--- src/icr_map.vh ---
/*
 * Register map, field positions, reset value and divide ratios for the
 * channel fourteen reference configuration block.
 * Assumes a byte-addressed Avalon-MM slave port with 32-bit words.
 */
`ifndef ICR_MAP_VH
`define ICR_MAP_VH

// printed register index and its byte address (index times four)
`define ICR_CFG_INDEX 8'h2D
`define ICR_CFG_ADDR 8'hB4
`define ICR_CFG_RESET 8'h01

// field positions
`define ICR_BIT_PROG_DIV 7
`define ICR_BIT_PRESET_8K 6
`define ICR_PROF_HI 5
`define ICR_PROF_LO 4
`define ICR_FREQ_HI 3
`define ICR_FREQ_LO 0

// frequency codes
`define ICR_FC_8K 4'h0
`define ICR_FC_T1E1 4'h1
`define ICR_FC_6M48 4'h2
`define ICR_FC_19M44 4'h3
`define ICR_FC_25M92 4'h4
`define ICR_FC_38M88 4'h5
`define ICR_FC_51M84 4'h6
`define ICR_FC_77M76 4'h7
`define ICR_FC_155M52 4'h8
`define ICR_FC_2K 4'h9
`define ICR_FC_4K 4'hA

// nominal frequencies in kHz
`define ICR_KHZ_8K 18'h00008
`define ICR_KHZ_1544 18'h00608
`define ICR_KHZ_2048 18'h00800
`define ICR_KHZ_6M48 18'h01950
`define ICR_KHZ_19M44 18'h04BF0
`define ICR_KHZ_25M92 18'h06540
`define ICR_KHZ_38M88 18'h097E0
`define ICR_KHZ_51M84 18'h0CA80
`define ICR_KHZ_77M76 18'h12FC0
`define ICR_KHZ_155M52 18'h25F80
`define ICR_KHZ_2K 18'h00002
`define ICR_KHZ_4K 18'h00004

// preset divide ratios down to 8 kHz, one edge per count
`define ICR_DIV_1544 16'h00C1
`define ICR_DIV_2048 16'h0100
`define ICR_DIV_6M48 16'h032A
`define ICR_DIV_19M44 16'h097E
`define ICR_DIV_25M92 16'h0CA8
`define ICR_DIV_38M88 16'h12FC
`define ICR_DIV_51M84 16'h1950
`define ICR_DIV_77M76 16'h25F8
`define ICR_DIV_155M52 16'h4BF0
`define ICR_DIV_BYPASS 16'h0001

// activity monitor: window in clk cycles, bucket fill per empty window
`define ICR_ACT_WINDOW 16'h0400
`define ICR_BUCKET_STEP 8'h01
`define ICR_BUCKET_MAX 8'hFF

`endif

--- src/icr_channel_cfg.v ---
/*
 * Channel fourteen reference configuration register with its clock
 * routing, preset and programmable pre-dividers, frequency decode and
 * a leaky-bucket activity monitor.
 * Assumes input_channel_fourteen is asynchronous and much slower than clk; the
 * programmable ratio and rate select come from clk-domain registers.
 */
// Functional notes
// divider bit clear feeds channel straight on; set routes via programmable divider
// preset bit set divides channel to 8 kHz before DPLL; clear feeds direct
// preset 8 kHz bit ignored while programmable divider bit is set
// channel keeps its own leaky-bucket accumulator for activity monitoring
// bits 5:4 pick one of four leaky-bucket configurations
// bits 3:0 declare nominal reference frequency per code table
// code 0001 means 1544 or 2048 kHz by rate select input
// code 1001 is 2 kHz, 1010 is 4 kHz, other codes unused
// software should set frequency code 0000 when programmable divider used
// register reads 0x01 after reset
// writes act at once on routing and profile; reads return last write
`timescale 1ns/1ps
`include "icr_map.vh"
module icr_channel_cfg (
  input wire clk,                     // 125 MHz system clock
  input wire rst_b,                   // sync reset, active low
  input wire [7:0] avs_address,       // byte address
  input wire avs_read,                // read request
  input wire avs_write,               // write request
  input wire [31:0] avs_writedata,    // write data
  input wire [3:0] avs_byteenable,    // byte lanes
  output reg [31:0] avs_readdata,     // read data
  output reg avs_waitrequest,         // stall
  input wire input_channel_fourteen,  // reference clock pin
  input wire sonet_sdh_rate_select,   // 1: 1544 kHz, 0: 2048 kHz
  input wire [13:0] prog_div_ratio,   // programmable divider ratio
  input wire [31:0] bucket_limit_cfg, // four 8-bit bucket limits
  output reg dpll_clk,                // clock towards DPLL
  output reg monitor_clk,             // clock towards freq monitor
  output reg prog_div_select,         // programmable path in use
  output reg preset_eight_khz_select, // preset 8 kHz bit as stored
  output reg [1:0] activity_profile_select, // bucket profile
  output reg [3:0] freq_code,         // nominal frequency code
  output reg [17:0] nominal_khz,      // decoded frequency, kHz
  output reg freq_code_valid,         // code is a defined one
  output reg [7:0] bucket_level,      // accumulator level
  output reg activity_alarm           // bucket at or over limit
);

  reg [7:0] cfg_r;
  reg [7:0] cfg_nxt;
  reg sync1_r;
  reg sync2_r;
  reg sync3_r;
  wire ref_edge;
  wire prog_div_out;
  wire preset_div_out;
  reg [15:0] preset_ratio;
  wire [15:0] prog_ratio16;
  reg [17:0] khz_nxt;
  reg khz_ok;
  reg [15:0] win_cnt_r;
  reg edge_seen_r;
  reg [7:0] acc_r;
  reg [7:0] acc_nxt;
  reg [7:0] limit_sel;
  wire bus_req;
  wire addr_hit;
  wire cfg_prog;
  wire cfg_preset;
  wire [1:0] cfg_prof;
  wire [3:0] cfg_freq;
  wire preset_bypass;
  wire win_end;

  assign cfg_prog = cfg_r[`ICR_BIT_PROG_DIV];
  assign cfg_preset = cfg_r[`ICR_BIT_PRESET_8K];
  assign cfg_prof = cfg_r[`ICR_PROF_HI:`ICR_PROF_LO];
  assign cfg_freq = cfg_r[`ICR_FREQ_HI:`ICR_FREQ_LO];

  // bus slave: one wait cycle, then the access completes
  assign bus_req = avs_read | avs_write;
  assign addr_hit = (avs_address == `ICR_CFG_ADDR);

  always @* begin
    cfg_nxt = cfg_r;
    // byte lane 0 carries the whole register
    if (avs_write && !avs_waitrequest && addr_hit && avs_byteenable[0])
      cfg_nxt = avs_writedata[7:0];
  end

  always @(posedge clk) begin
    if (!rst_b) begin
      cfg_r <= `ICR_CFG_RESET;
      avs_waitrequest <= 1'b1;
      avs_readdata <= 32'h0000_0000;
    end else begin
      cfg_r <= cfg_nxt;
      if (bus_req && avs_waitrequest) begin
        avs_waitrequest <= 1'b0;
        // unmapped addresses read as zero, writes to them are dropped
        if (avs_read && addr_hit)
          avs_readdata <= {24'h00_0000, cfg_r};
        else
          avs_readdata <= 32'h0000_0000;
      end else begin
        avs_waitrequest <= 1'b1;
      end
    end
  end

  // pin synchroniser; the second and third stages feed the edge detector
  always @(posedge clk) begin
    if (!rst_b) begin
      sync1_r <= 1'b0;
      sync2_r <= 1'b0;
      sync3_r <= 1'b0;
    end else begin
      sync1_r <= input_channel_fourteen;
      sync2_r <= sync1_r;
      sync3_r <= sync2_r;
    end
  end

  assign ref_edge = sync2_r & ~sync3_r;

  // preset ratio follows the declared frequency
  always @* begin
    case (cfg_freq)
      `ICR_FC_T1E1: begin
        if (sonet_sdh_rate_select)
          preset_ratio = `ICR_DIV_1544;
        else
          preset_ratio = `ICR_DIV_2048;
      end
      `ICR_FC_6M48: preset_ratio = `ICR_DIV_6M48;
      `ICR_FC_19M44: preset_ratio = `ICR_DIV_19M44;
      `ICR_FC_25M92: preset_ratio = `ICR_DIV_25M92;
      `ICR_FC_38M88: preset_ratio = `ICR_DIV_38M88;
      `ICR_FC_51M84: preset_ratio = `ICR_DIV_51M84;
      `ICR_FC_77M76: preset_ratio = `ICR_DIV_77M76;
      `ICR_FC_155M52: preset_ratio = `ICR_DIV_155M52;
      // 8 kHz and slower cannot be brought down to 8 kHz; passed on
      default: preset_ratio = `ICR_DIV_BYPASS;
    endcase
  end

  assign preset_bypass = (preset_ratio == `ICR_DIV_BYPASS);
  assign prog_ratio16 = {2'b00, prog_div_ratio};

  // both dividers always run; a newly chosen path starts mid-period
  icr_edge_div #(
    .W(16)
  ) u_prog_div (
    .clk(clk),
    .rst_b(rst_b),
    .edge_in(ref_edge),
    .ratio(prog_ratio16),
    .div_out(prog_div_out)
  );

  icr_edge_div #(
    .W(16)
  ) u_preset_div (
    .clk(clk),
    .rst_b(rst_b),
    .edge_in(ref_edge),
    .ratio(preset_ratio),
    .div_out(preset_div_out)
  );

  // one-hot route choice; programmable path outranks the preset path
  localparam ROUTE_DIRECT = 3'b001;
  localparam ROUTE_PRESET = 3'b010;
  localparam ROUTE_PROG = 3'b100;
  reg [2:0] route_sel;

  always @* begin
    if (cfg_prog)
      route_sel = ROUTE_PROG;
    else if (cfg_preset && !preset_bypass)
      route_sel = ROUTE_PRESET;
    else
      route_sel = ROUTE_DIRECT;
  end

  // a route change mid-period may clip one output pulse
  always @(posedge clk) begin
    if (!rst_b) begin
      dpll_clk <= 1'b0;
      monitor_clk <= 1'b0;
    end else begin
      case (route_sel)
        ROUTE_PROG: begin
          dpll_clk <= prog_div_out;
          monitor_clk <= prog_div_out;
        end
        ROUTE_PRESET: begin
          dpll_clk <= preset_div_out;
          monitor_clk <= sync2_r;
        end
        default: begin
          dpll_clk <= sync2_r;
          monitor_clk <= sync2_r;
        end
      endcase
    end
  end

  // nominal frequency decode
  always @* begin
    khz_ok = 1'b1;
    case (cfg_freq)
      `ICR_FC_8K: khz_nxt = `ICR_KHZ_8K;
      `ICR_FC_T1E1: begin
        if (sonet_sdh_rate_select)
          khz_nxt = `ICR_KHZ_1544;
        else
          khz_nxt = `ICR_KHZ_2048;
      end
      `ICR_FC_6M48: khz_nxt = `ICR_KHZ_6M48;
      `ICR_FC_19M44: khz_nxt = `ICR_KHZ_19M44;
      `ICR_FC_25M92: khz_nxt = `ICR_KHZ_25M92;
      `ICR_FC_38M88: khz_nxt = `ICR_KHZ_38M88;
      `ICR_FC_51M84: khz_nxt = `ICR_KHZ_51M84;
      `ICR_FC_77M76: khz_nxt = `ICR_KHZ_77M76;
      `ICR_FC_155M52: khz_nxt = `ICR_KHZ_155M52;
      `ICR_FC_2K: khz_nxt = `ICR_KHZ_2K;
      `ICR_FC_4K: khz_nxt = `ICR_KHZ_4K;
      default: begin
        khz_nxt = 18'h00000;
        khz_ok = 1'b0;
      end
    endcase
  end

  // leaky bucket: fills on windows without edges, leaks otherwise
  assign win_end = (win_cnt_r == `ICR_ACT_WINDOW - 16'h0001);

  always @* begin
    case (cfg_prof)
      2'b00: limit_sel = bucket_limit_cfg[7:0];
      2'b01: limit_sel = bucket_limit_cfg[15:8];
      2'b10: limit_sel = bucket_limit_cfg[23:16];
      default: limit_sel = bucket_limit_cfg[31:24];
    endcase
  end

  always @* begin
    acc_nxt = acc_r;
    if (win_end) begin
      if (!edge_seen_r && !ref_edge) begin
        if (acc_r > `ICR_BUCKET_MAX - `ICR_BUCKET_STEP)
          acc_nxt = `ICR_BUCKET_MAX;
        else
          acc_nxt = acc_r + `ICR_BUCKET_STEP;
      end else if (acc_r != 8'h00) begin
        acc_nxt = acc_r - 8'h01;
      end
    end
  end

  always @(posedge clk) begin
    if (!rst_b) begin
      win_cnt_r <= 16'h0000;
      edge_seen_r <= 1'b0;
      acc_r <= 8'h00;
    end else begin
      acc_r <= acc_nxt;
      if (win_end) begin
        win_cnt_r <= 16'h0000;
        edge_seen_r <= 1'b0;
      end else begin
        win_cnt_r <= win_cnt_r + 16'h0001;
        edge_seen_r <= edge_seen_r | ref_edge;
      end
    end
  end

  // status outputs, all registered
  always @(posedge clk) begin
    if (!rst_b) begin
      prog_div_select <= 1'b0;
      preset_eight_khz_select <= 1'b0;
      activity_profile_select <= 2'b00;
      freq_code <= 4'h1;
      nominal_khz <= 18'h00000;
      freq_code_valid <= 1'b0;
      bucket_level <= 8'h00;
      activity_alarm <= 1'b0;
    end else begin
      prog_div_select <= cfg_prog;
      preset_eight_khz_select <= cfg_preset;
      activity_profile_select <= cfg_prof;
      freq_code <= cfg_freq;
      nominal_khz <= khz_nxt;
      freq_code_valid <= khz_ok;
      bucket_level <= acc_r;
      // zero limit would alarm on an empty bucket; treat as disabled
      activity_alarm <= (limit_sel != 8'h00) && (acc_r >= limit_sel);
    end
  end

endmodule

--- src/icr_edge_div.v ---
/*
 * Edge-counting divider: produces a square level whose period is
 * ratio input edges. Assumes edge_in is a clean one-cycle pulse in
 * the clk domain and ratio is at least 2 when enabled.
 */
`timescale 1ns/1ps
module icr_edge_div #(
  parameter W = 16
) (
  input wire clk,           // system clock
  input wire rst_b,         // sync reset, active low
  input wire edge_in,       // one pulse per input edge
  input wire [W-1:0] ratio, // edges per output period
  output reg div_out        // divided level
);
  reg [W-1:0] cnt_r;
  wire [W-1:0] last = ratio - {{(W-1){1'b0}}, 1'b1};

  always @(posedge clk) begin
    if (!rst_b) begin
      cnt_r <= {W{1'b0}};
      div_out <= 1'b0;
    end else if (edge_in) begin
      // ratio shrinking mid-count must not strand the counter
      if (cnt_r >= last)
        cnt_r <= {W{1'b0}};
      else
        cnt_r <= cnt_r + {{(W-1){1'b0}}, 1'b1};
      div_out <= (cnt_r < (ratio >> 1));
    end
  end
endmodule

--- config.mk ---
export PLATFORM = sky130hd
export DESIGN_NAME = icr_channel_cfg
export DESIGN_NICKNAME = d
export VERILOG_FILES = /design/src/icr_channel_cfg.v /design/src/icr_edge_div.v
export VERILOG_INCLUDE_DIRS = /design/src
export SDC_FILE = /design/constraint.sdc
export NUM_CORES = 1
export LEC_CHECK = 0
export BUFFER_PORTS_ARGS = -buffer_cell sky130_fd_sc_hd__buf_2
export CORE_ASPECT_RATIO = 0.5
export CORE_MARGIN = 2
export CORE_UTILIZATION = 55
export CTS_CLUSTER_SIZE = 25
export DETAILED_ROUTE_END_ITERATION = 7
export PLACE_DENSITY = 0.87
export RECOVER_POWER = 50
export SLEW_MARGIN = 30
export SYNTH_ARGS = -nofsm -noshare
export SYNTH_HDL_FRONTEND = slang
export SYNTH_SLANG_ARGS = --single-unit
--- constraint.sdc ---
create_clock -name clk -period 4.8 [get_ports clk]
set_input_delay 0.72 -clock clk [delete_from_list [all_inputs] [get_ports clk]]
set_output_delay 0.72 -clock clk [all_outputs]
set_load 0.02 [all_outputs]
Word level (Yosys, flattened, before mapping)
Cells that the tools add are included.

storage, ports and cells
  register bits after elaboration = 141
  input port bits = 96
  output and inout bits = 71
  logic and storage cells = 95

operators by class
  add/subtract/negate cells = 7
  $lt $le $gt $ge = 6
  equality and inequality tests = 17
  mux-type cells = 17
  bitwise operators = 5
  reductions and logical operators = 20

operators by type and width
  operator               number
  $pmux 18 s11           1
  $pmux 16 s8            1
  $add 16x1->16 const B  3
  $ge 16x16->1           2
  $mux 16                2
  $mux 8                 4
  $pmux 8 s3             1
  $eq 16x1->1 const B    1
  $eq 16x10->1 const B   1
  $eq 4x3->1 const B     4
  $lt 16x13->1           1
  $lt 16x15->1           1
  $reduce_bool 8->1      2
  $sub 16x1->16 const B  1
  $sub 14x1->15 const B  1
  $eq 4x4->1 const B     3
  $mux 12                1
  $reduce_or 11->1       1
  $mux 9                 1
  $add 8x1->8 const B    1
  $eq 4x2->1 const B     2
  $eq 8x8->1 const B     1
  $ge 8x8->1             1
  $gt 8x8->1 const B     1
  other kinds (20)       34

Longest topological paths before layout
  word-level depth = 9
  gate-level depth with buffers = 17
  depth with buffers taken out = 15

By module
Synthesis repeated with hierarchy kept, for this count alone.

unflattened totals
  cell total of the unflattened synthesis = 840
  area total of the unflattened synthesis = 7,299.5 um^2

modules (own cells, without submodules)
  module           instances  cells an instance  area each (um^2)  seq. area each (um^2)
  icr_channel_cfg  1          432                3,941.3           1,641.6
  icr_edge_div     2          204                1,679.1           340.3

Worst setup path after synthesis
OpenSTA, ideal clock, no wires.

  kind = flip-flop to flip-flop
  start point = reg cfg_r[0]
  end point = reg u_preset_div.cnt_r[10]
  setup time = 0.064 ns
  arrival time = 3.440 ns
  data required time = 4.736 ns
  path slack = 1.296 ns
  cell stages (with the launch flop) = 18
  path buffers = 4
  period minus slack after synthesis = 3.504 ns
  cell sequence = dfxtp_1 -> clkbuf_1 -> clkbuf_1 -> a21boi_0 -> o21ai_0 -> ha_1 -> buf_2 -> inv_1 -> a21oi_1 -> o21ai_0 -> ha_1 -> and3_1 -> a221oi_1 -> nand3_1 -> o22ai_1 -> o21ai_0 -> buf_2 -> nor2_1

between the ends
  cells in the longest elaborated chain, start to end = 5
  elaborated cells on any way between the ends = 12
  those cells by class = add/sub (1); order compare (1); eq/ne (8); mux (2)

ends and longest elaborated chain
  element                                   line                   RTL
  from (decl)                               icr_channel_cfg.v:48   reg [7:0] cfg_r;
  from (signal assigned)                    icr_channel_cfg.v:92   cfg_r <= `ICR_CFG_RESET;
  from (signal assigned)                    icr_channel_cfg.v:96   cfg_r <= cfg_nxt;
  $eq 4x4->1, or another cell as far along  icr_channel_cfg.v:127  case (cfg_freq)
  $pmux 16 s8 (*)                           icr_channel_cfg.v:127
  $sub 16x1->16 (*)                         icr_edge_div.v:17      wire [W-1:0] last = ratio - {{(W-1){1'b0}}, 1'b1};
  $ge 16x16->1 (*)                          icr_edge_div.v:25      if (cnt_r >= last)
  $mux 16 (*)                               icr_edge_div.v:25
  to (signal assigned)                      icr_edge_div.v:21      cnt_r <= {W{1'b0}};
  to (signal assigned)                      icr_edge_div.v:26      cnt_r <= {W{1'b0}};
  to (signal assigned)                      icr_edge_div.v:28      cnt_r <= cnt_r + {{(W-1){1'b0}}, 1'b1};
  to (decl)                                 icr_edge_div.v:16      reg [W-1:0] cnt_r;

Every way passes the cells marked *; elsewhere a longest branch is shown, timed or not.
A chain may end at the register's enable or synchronous reset.

Worst setup path in the final report
  start point = reg cfg_r[3]
  end point = reg u_preset_div.cnt_r[15]

Same word-level chain as after synthesis.

==> metrics.csv <==
metric,value,unit
outcome,"finished, final reports clean",
ctsResizeCount,0,
vdd_drop_max,0.205,mV
cp.required,5.15,ns
maxCapViolations,0,
setup_violations,0,
vias_per_cell,5.70,
start_util,0.558,
power.total,2.47,mW
die_w,164,um
critical_path.max_fanout,13,
path_class,register to register,
drive_gt1_frac,0.128,
slew_viol_final,0,
timing.hold.ws,0.453,ns
port-buffer-count,114,
place_hpwl,12100,um
synth.distinct_cells,57,
clk_pin_slew,0.05,ns
ctsHoldBuffers,0,
setup-tns-final,0,ns
cpPeakStageDelay,0.41,ns
die_h,83.8,um
area_delta_synth_final,17.0,%
synthArstFlopShare,0,
clock_sinks,116,
layout_min_cycle_time,3.99,ns
synth_cells,823,
ys_ff_latch,116,
clock_skew,0.00851,ns
ant_nets,0,
grt_pass1_vias,6057,
dp.cells,1087,
row_count,29,
grt_max_degree,28,
track_usage,0.257,
top_level_ports,167,
grt_setup_unrepaired,false,
place_area,7640,sq um
diodes,0,
crit_top_cell,o21ai_0,
cpLargestDelayFamily,compound AO/OA/AOI/OAI gates,
period_share,0.830,
worst_pin_slew,1.19,ns
fmaxAchievable,251,MHz
power_leakage,3.49,nW
synthFlopType,dfxtp_1,
dp_slack,0.909,ns
ys_seq_area_frac,0.332,
cp.arrival,4.34,ns
synth_warnings,0,
drc,0,
insertion_delay,0.42,ns
vias,6367,
relSlewSlack,0.207,
cts_buffers,17,
nNetsFinal,1107,
finalCoreUtilization,0.652,
synth_area,7000,sq um
min_path_type,register to register,
final.setup.worst_slack,0.814,ns
antenna_found_initial,0,
fillers,1036,
final_area,8190,sq um
routed_wl,17100,um
worst_path_max_delay_cell,ha_1,
power_density,302,nW/um^2
post_cts_buffers,0,
drt_pass1_iterations,5,
stdcell_count,1117,
wl_per_cell,15.3,um
clockBufferDepth,2,
htreeDepth,4,
ff_latch_area,2320,sq um
cts_root_buffer,clkbuf_16,
overflow,0,
cts_tree,yes,
hold_violations,0,
synth_edf_count,0,
crit_chain,"clkinv_1, nor4_4, inv_1, o21ai_0, ha_1, inv_1, a21oi_1, o21ai_0, ha_1, and3_1, a221oi_1, nand3_1, o22ai_1, o21ai_0, buf_4, nor2_1",
multiInputGateArea,4310,sq um
fp.coreArea,12600,sq um
drtIter0Drc,462,
place.gp.congestion,0.875,
grt_pass1_wl,28400,um
worstSetupEndpointType,register,
dieArea,13700,sq um
worst_setup_path_start_kind,register,
cp_num_buf_inv,4,
syn_area_per_cell,8.50,sq um
-- per-layer routing --
metal / track usage / part of all wire / up-vias / wire length, um
met2: 0.441 / 0.48 / 266 / 8230
met3: 0.0616 / 0.066 / 55 / 1130
met1: 0.305 / 0.42 / 2978 / 7210
met5: 0 / 0 / - / 0
met4: 0.116 / 0.032 / 0 / 545
li1: - / - / 3068 / -
-- power breakdown --
group	leakage (nW)	switching, mW	internal [mW]	total [mW]
logic	2.26	0.106	0.0671	0.173
registers	0.938	0.00761	0.974	0.981
clock network	0.295	0.430	0.887	1.32
-- registers in the layout, summed over array words and instances, names as in the netlist, 2 cells and up --
name	count
acc_r	8
u_prog_div.cnt_r	16
cfg_r	8
avs_readdata	8
nominal_khz	17
bucket_level	8
freq_code	4
activity_profile_select	2
u_preset_div.cnt_r	16
win_cnt_r	16
-- area by class of cell --
class / count / area share
inverters: 40 / 0.0183
clock inverters: 9 / 0.0188
clock buffers: 21 / 0.0562
repair buffers: 124 / 0.0712
well taps: 170 / 0.0260
flip-flops and latches: 116 / 0.284
multi-input cells: 637 / 0.526
-- placed cells by master (no fill, tap or decap), types with 7 or more instances in the layout --
cell,count
nor3_1,12
ha_1,75
nor2b_1,8
xnor2_1,32
a21oi_1,46
mux2i_1,10
inv_1,38
dfxtp_1,116
a22oi_1,14
and2_1,10
a21o_1,8
conb_1,26
nand2_1,56
nand3_1,38
o2111ai_1,7
nand2b_1,12
clkbuf_1,50
mux4_2,8
buf_4,9
nor2_1,115
and3_1,15
xor2_1,28
o21ai_0,30
nand4_1,12
buf_2,67
clkbuf_16,17
-- cell usage after synthesis, types with 7 or more instances --
master | number | share of area
and2_1 | 15 | 0.013
nor2b_1 | 8 | 0.0072
o21ai_0 | 30 | 0.021
nor2_1 | 115 | 0.062
mux2i_1 | 10 | 0.014
nor3_1 | 12 | 0.0086
a21o_1 | 8 | 0.0086
a22oi_1 | 14 | 0.015
nand2b_1 | 12 | 0.011
nand2_1 | 56 | 0.030
nand4_1 | 12 | 0.011
dfxtp_1 | 116 | 0.33
o2111ai_1 | 7 | 0.0088
xor2_1 | 28 | 0.035
xnor2_1 | 32 | 0.040
buf_4 | 25 | 0.027
inv_1 | 38 | 0.020
and3_1 | 15 | 0.013
nand3_1 | 38 | 0.027
ha_1 | 75 | 0.13
a21oi_1 | 46 | 0.033
mux4_2 | 8 | 0.026
clkbuf_1 | 23 | 0.012
-- final timing paths --
path | from | cells past startpoint | slack, ns | endpoint
setup / recovery | cfg_r[3] | 16 | 0.81 | u_preset_div.cnt_r[15]
hold / removal | sync1_r | 1 | 0.45 | sync2_r
setup reg to reg | cfg_r[3] | 16 | 0.81 | u_preset_div.cnt_r[15]
hold reg to reg | sync1_r | 1 | 0.45 | sync2_r
-- kinds of logic after synthesis --
logic type      after synthesis  share of synthesized area
compound gates              141                      0.128
xor+xnor                     60                     0.0751
fa+ha+maj                    75                      0.134
buf+inv                      94                     0.0658
flops                       116                      0.332
mux                          18                     0.0400
other cells                   2                    0.00107
simple gates                317                      0.224
No activity file was read; power rests on OpenSTA's default activity.
